$ cat config.mk
export PLATFORM = sky130hd
export DESIGN_NAME = dcap_cmd_port
export DESIGN_NICKNAME = d
export VERILOG_FILES = /design/src/dcap_pkg.sv /design/src/dcap_cmd_port.sv
export VERILOG_INCLUDE_DIRS = /design/src /design/src/src
export SDC_FILE = /design/constraint.sdc
export NUM_CORES = 1
export LEC_CHECK = 0
export BUFFER_PORTS_ARGS = -buffer_cell sky130_fd_sc_hd__clkbuf_2
export CAP_MARGIN = 15
export CORE_MARGIN = 3
export CORE_UTILIZATION = 45
export DETAILED_ROUTE_END_ITERATION = 16
export PLACE_DENSITY_LB_ADDON = 0.15
export SKIP_CTS_REPAIR_TIMING = 1
export SLEW_MARGIN = 20
export SYNTH_ARGS = -nofsm -noshare
export SYNTH_HDL_FRONTEND = slang
export SYNTH_SLANG_ARGS = --single-unit
$ cat constraint.sdc
create_clock -name i_clk -period 2.35 [get_ports i_clk]
set_input_delay 0.47 -clock i_clk [delete_from_list [all_inputs] [get_ports i_clk]]
set_output_delay 0.47 -clock i_clk [all_outputs]
set_load 0.01 [all_outputs]
$ cat src/dcap_params.svh
/*
 Constants of the command and address front end: field positions,
 widths, reset values and latency codes. Assumes the includer wants
 plain macros only.
*/
`ifndef DCAP_PARAMS_SVH
`define DCAP_PARAMS_SVH
`define DCAP_ROW_W 13
`define DCAP_COL_W 10
`define DCAP_BANKS 8
`define DCAP_BANK_W 3
`define DCAP_LAT_W 6
`define DCAP_AP_BIT 10
`define DCAP_BC_BIT 12
`define DCAP_ADDLAT_ZERO 2'h0
`define DCAP_ADDLAT_LESS1 2'h1
`define DCAP_ADDLAT_LESS2 2'h2
`define DCAP_LAST_BL8 2'h3
`define DCAP_LAST_BL4 2'h1
`define DCAP_PINS_RST 20'hf0000
`define DCAP_CKE_RST 1'h0
`endif

$ cat src/dcap_pkg.sv
/*
 Types of the command and address front end: the sampled pin group,
 the outgoing beat group and the one-hot state encodings.
 Assumes dcap_params.svh is on the include path.
*/
`include "dcap_params.svh"
`default_nettype none
package dcap_pkg;
   // Command pins as sampled on the rising clock edge.
   typedef struct packed {
      logic cs_n;
      logic ras_n;
      logic cas_n;
      logic we_n;
      logic [`DCAP_BANK_W-1:0] bank;
      logic [`DCAP_ROW_W-1:0] addr;
   } dcap_pins_t;
   // One clock of burst output: two column beats, one per clock edge.
   typedef struct packed {
      logic valid;
      logic write;
      logic [`DCAP_BANK_W-1:0] bank;
      logic [`DCAP_ROW_W-1:0] row;
      logic [`DCAP_COL_W-1:0] col_rise;
      logic [`DCAP_COL_W-1:0] col_fall;
   } dcap_beat_t;
   typedef enum logic [2:0] {
      DCAP_IDLE = 3'h1,
      DCAP_WAIT = 3'h2,
      DCAP_BURST = 3'h4
   } dcap_burst_t;
   typedef enum logic [3:0] {
      DCAP_RUN = 4'h1,
      DCAP_PD_PRE = 4'h2,
      DCAP_PD_ACT = 4'h4,
      DCAP_SREF = 4'h8
   } dcap_pwr_t;
endpackage
`default_nettype wire

$ cat src/dcap_cmd_port.sv
/*
 Command and address front end of an eight-bank DDR3 memory: command
 decode, per-bank open row tracking, read/write burst sequencing with
 column ordering, and clock-gate freeze with power-down entry.
 Assumes i_clk is the rising crossing of the differential clock pair;
 pin inputs are synchronised here, mode inputs come from local logic.
*/
`include "dcap_params.svh"
`default_nettype none
module dcap_cmd_port (
   input wire logic i_clk,
   input wire logic i_resetn,
   input wire logic i_cke,
   input wire dcap_pkg::dcap_pins_t i_pins,
   input wire logic [4:0] i_column_latency,
   input wire logic [1:0] i_additive_latency,
   input wire logic i_burst_len8,
   input wire logic i_burst_otf,
   input wire logic i_burst_interleave,
   output logic [`DCAP_BANKS-1:0] o_bank_open,
   output logic [`DCAP_BANKS-1:0][`DCAP_ROW_W-1:0] o_open_rows,
   output dcap_pkg::dcap_beat_t o_beat,
   output dcap_pkg::dcap_pwr_t o_pwr_state
);
   dcap_pkg::dcap_pins_t pin_m_q, pin_s_q;
   logic cke_m_q, cke_s_q, cke_prev_q;
   dcap_pkg::dcap_burst_t st_q;
   dcap_pkg::dcap_pwr_t pwr_q, pwr_d;
   logic [`DCAP_LAT_W-1:0] cnt_q, lat_q, hc_q;
   logic [1:0] k_q;
   logic [`DCAP_COL_W-1:0] col_q;
   logic [`DCAP_BANK_W-1:0] bank_q;
   logic [`DCAP_ROW_W-1:0] rrow_q;
   logic ap_q, wr_q, len8_q, il_q;
   logic [`DCAP_BANKS-1:0] open_q;
   logic [`DCAP_BANKS-1:0][`DCAP_ROW_W-1:0] rows_q;
   dcap_pkg::dcap_beat_t beat_q;

   // Pins cross from the board, so two stages precede any decode.
   always_ff @(posedge i_clk) begin
      if (!i_resetn) begin
         pin_m_q <= `DCAP_PINS_RST;
         pin_s_q <= `DCAP_PINS_RST;
         cke_m_q <= `DCAP_CKE_RST;
         cke_s_q <= `DCAP_CKE_RST;
         cke_prev_q <= `DCAP_CKE_RST;
      end else begin
         pin_m_q <= i_pins;
         pin_s_q <= pin_m_q;
         cke_m_q <= i_cke;
         cke_s_q <= cke_m_q;
         cke_prev_q <= cke_s_q;
      end
   end

   // Command decode; the internal clock runs while the last sample was high.
   logic run_w, cmd_ok_w, act_w, pre_w, rd_w, wr_w, col_w, entry_w, sref_w;
   assign run_w = cke_prev_q;
   assign cmd_ok_w = cke_prev_q & cke_s_q & ~pin_s_q.cs_n;
   assign act_w = cmd_ok_w & ~pin_s_q.ras_n & pin_s_q.cas_n & pin_s_q.we_n;
   assign pre_w = cmd_ok_w & ~pin_s_q.ras_n & pin_s_q.cas_n & ~pin_s_q.we_n;
   assign rd_w = cmd_ok_w & pin_s_q.ras_n & ~pin_s_q.cas_n & pin_s_q.we_n;
   assign wr_w = cmd_ok_w & pin_s_q.ras_n & ~pin_s_q.cas_n & ~pin_s_q.we_n;
   assign col_w = rd_w | wr_w;
   assign entry_w = cke_prev_q & ~cke_s_q;
   assign sref_w = entry_w & ~pin_s_q.cs_n & ~pin_s_q.ras_n & ~pin_s_q.cas_n
                   & pin_s_q.we_n;

   // Read latency is additive plus column latency.
   logic [4:0] addlat_w;
   logic [`DCAP_LAT_W-1:0] lat_w;
   logic len8_w, last_w, emit_w, close_w;
   assign addlat_w = (i_additive_latency == `DCAP_ADDLAT_LESS1) ? i_column_latency - 5'h1 :
                     (i_additive_latency == `DCAP_ADDLAT_LESS2) ? i_column_latency - 5'h2 :
                     5'h0;
   assign lat_w = {1'b0, i_column_latency} + {1'b0, addlat_w};
   assign len8_w = i_burst_otf ? pin_s_q.addr[`DCAP_BC_BIT] : i_burst_len8;
   assign last_w = (k_q == (len8_q ? `DCAP_LAST_BL8 : `DCAP_LAST_BL4));
   assign emit_w = run_w & ((st_q == dcap_pkg::DCAP_WAIT && cnt_q == 6'h1) ||
                            st_q == dcap_pkg::DCAP_BURST);
   assign close_w = emit_w & last_w & ap_q;

   // Column order within the eight-word block; the upper bits stay put.
   function automatic logic [`DCAP_COL_W-1:0] dcap_col(
      input logic [`DCAP_COL_W-1:0] s, input logic [2:0] i, input logic il);
      logic [2:0] lo;
      lo = il ? (s[2:0] ^ i) : {s[2] ^ i[2], s[1:0] + i[1:0]};
      return {s[`DCAP_COL_W-1:3], lo};
   endfunction

   // Burst sequencer; a new column command restarts it.
   always_ff @(posedge i_clk) begin
      if (!i_resetn) begin
         st_q <= dcap_pkg::DCAP_IDLE;
         cnt_q <= 6'h0;
         k_q <= 2'h0;
      end else if (col_w) begin
         st_q <= dcap_pkg::DCAP_WAIT;
         cnt_q <= lat_w;
         k_q <= 2'h0;
      end else if (run_w) begin
         case (st_q)
            dcap_pkg::DCAP_WAIT: begin
               if (cnt_q == 6'h1) begin
                  st_q <= dcap_pkg::DCAP_BURST;
                  k_q <= 2'h1;
               end else begin
                  cnt_q <= cnt_q - 6'h1;
               end
            end
            dcap_pkg::DCAP_BURST: begin
               if (last_w) begin
                  st_q <= dcap_pkg::DCAP_IDLE;
                  k_q <= 2'h0;
               end else begin
                  k_q <= k_q + 2'h1;
               end
            end
            default: st_q <= dcap_pkg::DCAP_IDLE;
         endcase
      end
   end

   // Column command capture, held for the whole burst.
   always_ff @(posedge i_clk) begin
      if (!i_resetn) begin
         col_q <= 10'h0;
         bank_q <= 3'h0;
         rrow_q <= 13'h0;
         ap_q <= 1'b0;
         wr_q <= 1'b0;
         len8_q <= 1'b0;
         il_q <= 1'b0;
         lat_q <= 6'h0;
      end else if (col_w) begin
         col_q <= pin_s_q.addr[`DCAP_COL_W-1:0];
         bank_q <= pin_s_q.bank;
         rrow_q <= rows_q[pin_s_q.bank];
         ap_q <= pin_s_q.addr[`DCAP_AP_BIT];
         wr_q <= wr_w;
         len8_q <= len8_w;
         il_q <= i_burst_interleave;
         lat_q <= lat_w;
      end
   end

   // Each clock carries the rising-edge beat and the falling-edge beat.
   always_ff @(posedge i_clk) begin
      if (!i_resetn) begin
         beat_q <= '0;
      end else if (run_w) begin
         beat_q.valid <= emit_w;
         if (emit_w) begin
            beat_q.write <= wr_q;
            beat_q.bank <= bank_q;
            beat_q.row <= rrow_q;
            beat_q.col_rise <= dcap_col(col_q, {k_q, 1'b0}, il_q);
            beat_q.col_fall <= dcap_col(col_q, {k_q, 1'b1}, il_q);
         end
      end
   end

   // Per-bank row state; banks are independent of each other.
   for (genvar g = 0; g < `DCAP_BANKS; g++) begin : g_bank
      logic hit_w, shut_w;
      assign hit_w = (pin_s_q.bank == 3'(g));
      assign shut_w = (pre_w && (pin_s_q.addr[`DCAP_AP_BIT] || hit_w)) ||
                      (close_w && bank_q == 3'(g));
      always_ff @(posedge i_clk) begin
         if (!i_resetn) begin
            open_q[g] <= 1'b0;
            rows_q[g] <= 13'h0;
         end else if (act_w && hit_w) begin
            open_q[g] <= 1'b1;
            rows_q[g] <= pin_s_q.addr;
         end else if (shut_w) begin
            open_q[g] <= 1'b0;
         end
      end
   end

   // Power state; open rows at entry give active power-down.
   always_comb begin
      pwr_d = pwr_q;
      if (pwr_q == dcap_pkg::DCAP_RUN) begin
         if (entry_w) begin
            pwr_d = sref_w ? dcap_pkg::DCAP_SREF :
                    (|open_q) ? dcap_pkg::DCAP_PD_ACT : dcap_pkg::DCAP_PD_PRE;
         end
      end else if (cke_s_q) begin
         pwr_d = dcap_pkg::DCAP_RUN;
      end
   end

   // Power register; every low-power state leaves on the first high gate sample.
   always_ff @(posedge i_clk) begin
      if (!i_resetn) begin
         pwr_q <= dcap_pkg::DCAP_RUN;
      end else begin
         pwr_q <= pwr_d;
      end
   end

   // Every output is a register, so the far side never sees decode glitches.
   assign o_bank_open = open_q;
   assign o_open_rows = rows_q;
   assign o_beat = beat_q;
   assign o_pwr_state = pwr_q;

   // Helper: running clocks since the last column command.
   always_ff @(posedge i_clk) begin
      if (!i_resetn) begin
         hc_q <= 6'h0;
      end else if (col_w) begin
         hc_q <= 6'h1;
      end else if (run_w && hc_q != 6'h3f) begin
         hc_q <= hc_q + 6'h1;
      end
   end
endmodule
`default_nettype wire

==> flow_summary_export.csv, run 1 <==
group,metric,value,unit
global_routing,met1_usage,32.0,%
run_status,run_status,"finished, final reports clean",
sta,grt_setup_unrepaired,"false",
final_layout,design.final.nets,1230,
cts,clockBufferDepth,3,
setup_path,r2r-end,"o_beat[13]",
sta,setup_viol_count_final,0,
hold_path,holdCritPathClass,"in2reg",
cts,cts_tree,"built",
power,power.ir.vdd_worst,0.000493,V
synth,synth_fa_ha_area_share,1.64,%
global_routing,grt_pass1_wl,42.2,mm
global_routing,maximum_number_of_pins_on_one_net_before_global_route_repair,79,
setup_path,startpoint_class,"flop",
detailed_routing,antenna_left,0,
hold_path,whs_endpoint,"pin_m_q[18]",
sta,max_clock_freq,491,MHz
cts,clock_root_buffer,"sky130_fd_sc_hd__clkbuf_16",
final_layout,antenna_cells_inserted,0,
detailed_routing,drt-total-wl,26.5,mm
synth,xor_and_xnor_fraction_of_the_mapped_netlist_area,0.910,%
synth,post_synth.cell_area_avg,9.28,µm²
synth,combinational_family_with_the_most_area_after_synthesis,"simple AND/OR/NAND/NOR gates",
setup_path,worstPathArrival,2470,ps
die,initial_core_util,46.7,%
cts,worst_skew_pair.late_latency,510,ps
sta,slew_violations,0,
placement,pre_cts_ws,-111,ps
final_layout,drive_above_1_share,25.0,%
setup_path,r2r_slack,310,ps
global_routing,grt_util_met3,3.69,%
synth,post_synth_inst_count,1037,
cts,cts_inserted_buffers,25,
cts,cts.htree.levels,1,
sta,fin_crit_sh,86.6,%
die,core_area,20600,µm²
die,num_io_pins,187,
synth,synth_fp_nets,1082,
final_layout,fillCellCount,1925,
global_routing,use_met2,33.9,%
setup_path,crit_path_end_kind,"flop",
setup_path,rr_startpoint,"cnt_q[2]",
global_routing,first_global_vias,7466,
detailed_routing,via_count,7897,
setup_path,endpoint_required_time_on_the_critical_path,2790,ps
setup_path,path_class,"reg2reg",
detailed_routing,dr.pass1.iters,5,
hold_path,worst_hold_path.num_cells,2,
synth,synth.lib_cells_used.distinct,61,
synth,synth.cell_area,9620,µm²
detailed_routing,drc,0,
hold_path,hold_start,"i_pins[18]",
sta,slew_hr,55.4,%
synth,yosysWarningCount,0,
die,design.die.area,23200,µm²
setup_path,timing.critical_path.fanout_max,18,
die,die_w,152,µm
sta,setup_tns,0,ps
power,totalPowerFinal,7.85,mW
die,die_h,152,µm
job,count_of_max_cap_constraint_violations,0,
placement,detailed_place_hpwl,18.2,mm
synth,yosys-mux-area-fraction,13.2,%
placement,gp_congestion,0.826,
synth,synth_compound_area_share,12.7,%
detailed_routing,route.detailed.vias_per_inst,5.38,
global_routing,gr-total-overflow,0,
synth,seq_area_frac_synth,47.8,%
synth,ys.flop_type,"sky130_fd_sc_hd__dfxtp_1",
sta,worst-slew-pin-transition,669,ps
detailed_routing,drt-wirelength-per-cell,18.1,µm
final_layout,area_growth,19.3,%
sta,final_hold_viol_count,0,
power,pwr_density_cell,683,nW/µm²
placement,port_buffers,186,
power,p_leak,4.41,nW
sta,final.setup.worst_slack,314,ps
sta,min_period,2040,ps
synth,synth_simple_gate_area_share,18.7,%
sta,timing.hold.ws,141,ps
sta,clock_skew,13.0,ps
setup_path,worst-r2r-cell-count,6,
global_routing,grt_usage,22.1,%
die,num_rows,52,
global_routing,grt_antenna_before_repair,0,
cts,cts.reportedPaths.clkPinSlew,60,ps
synth,asyncSetResetFlopFracSynth,0,%
synth,synth-edff-count,0,
detailed_routing,drt_iter0_drc,441,
synth,yosys_register_bits,230,
global_routing,busiest_layer,"met2",
cts,numClockSinks,230,
final_layout,finished_layout_cell_area,11500,µm²
placement,placedInstanceArea,10700,µm²
-- logic make-up after synthesis --
logic type               after synthesis
AO/OA/AOI/OAI                        215
XOR/XNOR                              10
adder cells (fa/ha/maj)               12
buffers and inverters                108
flip-flops                           230
multiplexers                          94
AND/OR/NAND/NOR                      368
-- worst max path at each step --
stage                        start          to  slack (ps)  cells after the start
2_1_floorplan  i_column_latency[1]    cnt_q[3]         220                     10
3_3_place_gp   i_column_latency[1]    cnt_q[3]         -20                     11
3_5_place_dp   i_column_latency[1]    cnt_q[4]        -110                     12
4_1_cts                   cnt_q[2]  o_beat[13]         290                      6
5_1_grt                   cnt_q[1]      k_q[0]         160                      7
6_report                  cnt_q[2]  o_beat[13]         310                      6
-- cell usage in the layout, fill, tap and decap left out, types with 3 or more instances in the layout --
cell                        count
sky130_fd_sc_hd__a211oi_1       9
sky130_fd_sc_hd__a21oi_1      119
sky130_fd_sc_hd__a31oi_1        3
sky130_fd_sc_hd__a41o_1         3
sky130_fd_sc_hd__and2_1        35
sky130_fd_sc_hd__and3b_1        4
sky130_fd_sc_hd__buf_12         4
sky130_fd_sc_hd__buf_4         28
sky130_fd_sc_hd__clkbuf_16     25
sky130_fd_sc_hd__clkbuf_2     186
sky130_fd_sc_hd__clkinv_2      10
sky130_fd_sc_hd__dfxtp_1      228
sky130_fd_sc_hd__ha_1          11
sky130_fd_sc_hd__inv_1         10
sky130_fd_sc_hd__mux2i_1       68
sky130_fd_sc_hd__mux4_2        26
sky130_fd_sc_hd__nand2_1      149
sky130_fd_sc_hd__nand2b_1      18
sky130_fd_sc_hd__nand3_1       32
sky130_fd_sc_hd__nand3b_1       3
sky130_fd_sc_hd__nor2_1        73
sky130_fd_sc_hd__nor2b_1        3
sky130_fd_sc_hd__nor3_1        10
sky130_fd_sc_hd__nor3b_1        3
sky130_fd_sc_hd__nor4_1         7
sky130_fd_sc_hd__nor4b_1        4
sky130_fd_sc_hd__o211ai_1       8
sky130_fd_sc_hd__o21ai_0       47
sky130_fd_sc_hd__o21ai_1        4
sky130_fd_sc_hd__o22ai_1        7
sky130_fd_sc_hd__or3_1          4
sky130_fd_sc_hd__or4_1          5
sky130_fd_sc_hd__xnor2_1        5
sky130_fd_sc_hd__xor2_1         5
-- flip-flops by register name, indices dropped and copies added (netlist names), 2 cells and up --
register     flops
pin_s_q         20
k_q              2
bank_q           3
o_beat          30
rrow_q          13
cnt_q            6
pin_m_q         20
st_q             3
o_bank_open      8
o_open_rows    104
o_pwr_state      4
col_q           10
-- stage by stage --
stage,utilization [%],std cells
floorplan,-,1037
global placement,52.1,1428
detailed placement,52.1,1428
CTS,55.7,1469
global route,55.7,1469
finish,55.7,1469
-- synth_stat cells (8+ instances only) --
master,instances,area (µm²)
sky130_fd_sc_hd__a211oi_1,9,67.6
sky130_fd_sc_hd__a21oi_1,119,596
sky130_fd_sc_hd__and2_1,35,219
sky130_fd_sc_hd__buf_2,19,95.1
sky130_fd_sc_hd__buf_4,10,75.1
sky130_fd_sc_hd__clkbuf_1,62,233
sky130_fd_sc_hd__dfxtp_1,230,4600
sky130_fd_sc_hd__ha_1,11,138
sky130_fd_sc_hd__inv_1,10,37.5
sky130_fd_sc_hd__mux2i_1,68,681
sky130_fd_sc_hd__mux4_2,26,586
sky130_fd_sc_hd__nand2_1,149,559
sky130_fd_sc_hd__nand2b_1,18,113
sky130_fd_sc_hd__nand3_1,32,160
sky130_fd_sc_hd__nor2_1,73,274
sky130_fd_sc_hd__nor3_1,10,50.1
sky130_fd_sc_hd__o211ai_1,8,60.1
sky130_fd_sc_hd__o21ai_0,47,235
-- power by group --
part,switching [mW],internal [mW],leakage [nW]
combinational,0.158,0.120,2.18
clock,1.53,2.04,0.368
sequential,0.0545,3.93,1.86
-- critical path, stage by stage (launching register included) --
cell                      delay [ps]
sky130_fd_sc_hd__dfxtp_1         360
sky130_fd_sc_hd__or3_1           530
sky130_fd_sc_hd__o31ai_4         310
sky130_fd_sc_hd__buf_4           220
sky130_fd_sc_hd__buf_4           230
sky130_fd_sc_hd__nand3_1         120
sky130_fd_sc_hd__a21oi_1         180
-- area by class of cell --
class	count	area [µm²]	share of cell area [%]
repair buffers	218	1220	10.6
well taps	270	338	2.94
clock buffers	27	633	5.51
multi-input cells	699	4540	39.5
clock inverters	14	104	0.904
inverters	11	43.8	0.381
flip-flops and latches	230	4610	40.1
-- metal layers --
metal  up-vias  share of wire, %  routed length [µm]
li1       3895                 -                   -
met1      3706                47               12600
met2       253                44               11500
met3        43               6.1                1610
met4         0               3.0                 808
met5         -                 0                   0
(Power assumes the default switching activity.)
==> run 2, diff against run 1 <==
- CORE_UTILIZATION: 45 -> 46
- clock period: 2.35 -> 2 ns (I/O delays scaled with it)
==> run 2 against run 1 <==
  * Setup slack got worse by 200 ps
  * Power rose by 19%
  * Sequential power rose by 17%
  * Critical endpoint is now o_bank_open[5]
  * Largest power group unchanged
==> flow_summary_export.csv, run 2 (synthesized netlist as in run 1, its figures left out) <==
group,metric,value,unit
run_status,run_status,"finished, final reports clean",
sta,max_clock_freq,531,MHz
die,die_h,151,µm
final_layout,fillCellCount,1836,
power,swShare,21.4,%
final_layout,drive_above_1_share,25.6,%
global_routing,gr-total-overflow,0,
power,totalPowerFinal,9.35,mW
power,p_switching,2.00,mW
global_routing,grt_usage,22.7,%
setup_path,timing.critical_path.fanout_max,7,
placement,port_buffers,186,
detailed_routing,antenna_left,0,
global_routing,grt_pass1_wl,41.0,mm
sta,slew_hr,59.2,%
sta,min_period,1880,ps
sta,grt_setup_unrepaired,"false",
hold_path,holdCritPathClass,"in2reg",
sta,final_hold_viol_count,0,
setup_path,path_class,"reg2reg",
detailed_routing,route.detailed.vias_per_inst,5.33,
sta,fin_crit_sh,94.2,%
final_layout,most-common-layout-cells,"229 x sky130_fd_sc_hd__dfxtp_1, 186 x sky130_fd_sc_hd__clkbuf_2, 149 x sky130_fd_sc_hd__nand2_1, 119 x sky130_fd_sc_hd__a21oi_1, 73 x sky130_fd_sc_hd__nor2_1",
final_layout,antenna_cells_inserted,0,
global_routing,grt_antenna_before_repair,0,
cts,clock_root_buffer,"sky130_fd_sc_hd__clkbuf_16",
global_routing,first_global_vias,7360,
setup_path,worstPathArrival,2290,ps
final_layout,design.final.nets,1242,
setup_path,crit_path_end_kind,"flop",
sta,clock_skew,12.5,ps
die,die_w,151,µm
final_layout,register_area,4610,µm²
placement,gp_congestion,0.844,
sta,setup_tns,0,ps
die,num_rows,52,
final_layout,area_growth,21.4,%
die,design.die.area,22700,µm²
cts,cts.reportedPaths.clkPinSlew,60,ps
detailed_routing,drt-wirelength-per-cell,17.8,µm
detailed_routing,drt_iter0_drc,475,
cts,clockBufferDepth,3,
global_routing,maximum_number_of_pins_on_one_net_before_global_route_repair,91,
setup_path,endpoint_required_time_on_the_critical_path,2400,ps
final_layout,multiInputGateArea,4540,µm²
sta,worst-slew-pin-transition,610,ps
detailed_routing,via_count,7897,
cts,cts_tree,"built",
power,pwr_density_cell,800,nW/µm²
detailed_routing,drc,0,
final_layout,mostFrequentLayoutCell,"sky130_fd_sc_hd__dfxtp_1",
power,clock_power_share,46.3,%
power,internal_power,7.34,mW
die,initial_core_util,47.3,%
detailed_routing,dr.pass1.iters,5,
sta,slew_violations,0,
placement,detailed_place_hpwl,18.4,mm
power,p_leak,4.51,nW
detailed_routing,drt-total-wl,26.4,mm
cts,cts_inserted_buffers,24,
cts,numClockSinks,230,
power,power.ir.vdd_worst,0.000578,V
die,num_io_pins,187,
die,core_area,20400,µm²
cts,cts.htree.levels,1,
job,count_of_max_cap_constraint_violations,0,
power,seqPwrFrac,50.1,%
setup_path,startpoint_class,"flop",
final_layout,largest_register_ffs,104,
cts,worst_skew_pair.late_latency,510,ps
power,comb_power_share,3.6,%
sta,setup_viol_count_final,0,
-- run 2: cell type report --
class / count / share of cell area, %
tap: 270 / 2.89
clock buffer: 34 / 6.07
timing repair buffer: 231 / 11.9
multi-input combinational: 699 / 38.9
clock inverter: 6 / 0.471
inverter: 11 / 0.375
sequential: 230 / 39.4
-- run 2: per-layer routing --
layer  global-route usage (%)  share of wire [%]  up-vias  wire length (µm)
li1                         -                  -     3919                 -
met2                     34.4                 44      226             11700
met5                        0                  0        -                 0
met3                     3.46                6.3       43              1670
met4                     6.07                2.9        0               753
met1                     33.8                 47     3709             12300
-- run 2: worst paths after layout --
check	from	end	slack [ps]	cells after the start
hold reg to reg	pin_m_q[19]	pin_s_q[19]	410	1
hold / removal	i_pins[19]	pin_m_q[19]	70	2
setup / recovery	cnt_q[1]	o_bank_open[5]	120	6
setup reg to reg	cnt_q[1]	o_bank_open[5]	120	6
-- run 2: power by group through the flow --
stage	sequential, mW	clock (mW)	combinational (mW)
after floorplan	4.74	0	0.243
after global placement	4.78	0	0.335
after detailed placement	4.78	0	0.339
after CTS	4.68	4.41	0.340
after global routing	4.69	4.58	0.376
final	4.68	4.33	0.337
-- run 2: stage by stage --
stage	setup WS [ps]	std cells	utilization (%)	area (µm²)	hold slack [ps]
after floorplan	1.18	1037	-	9620	386
after global placement	-219	1439	53.5	10900	395
after detailed placement	-243	1439	53.5	10900	402
after CTS	-17.2	1479	57.2	11700	59.5
after global routing	27.6	1481	57.4	11700	67.1
final	115	1481	57.4	11700	74.3
-- run 2: worst max-delay path: stages, from the launching register on --
cell	delay, ps
sky130_fd_sc_hd__dfxtp_1	330
sky130_fd_sc_hd__inv_1	80
sky130_fd_sc_hd__ha_1	180
sky130_fd_sc_hd__nor3b_2	250
sky130_fd_sc_hd__a21boi_2	150
sky130_fd_sc_hd__or4_1	540
sky130_fd_sc_hd__a41o_1	240
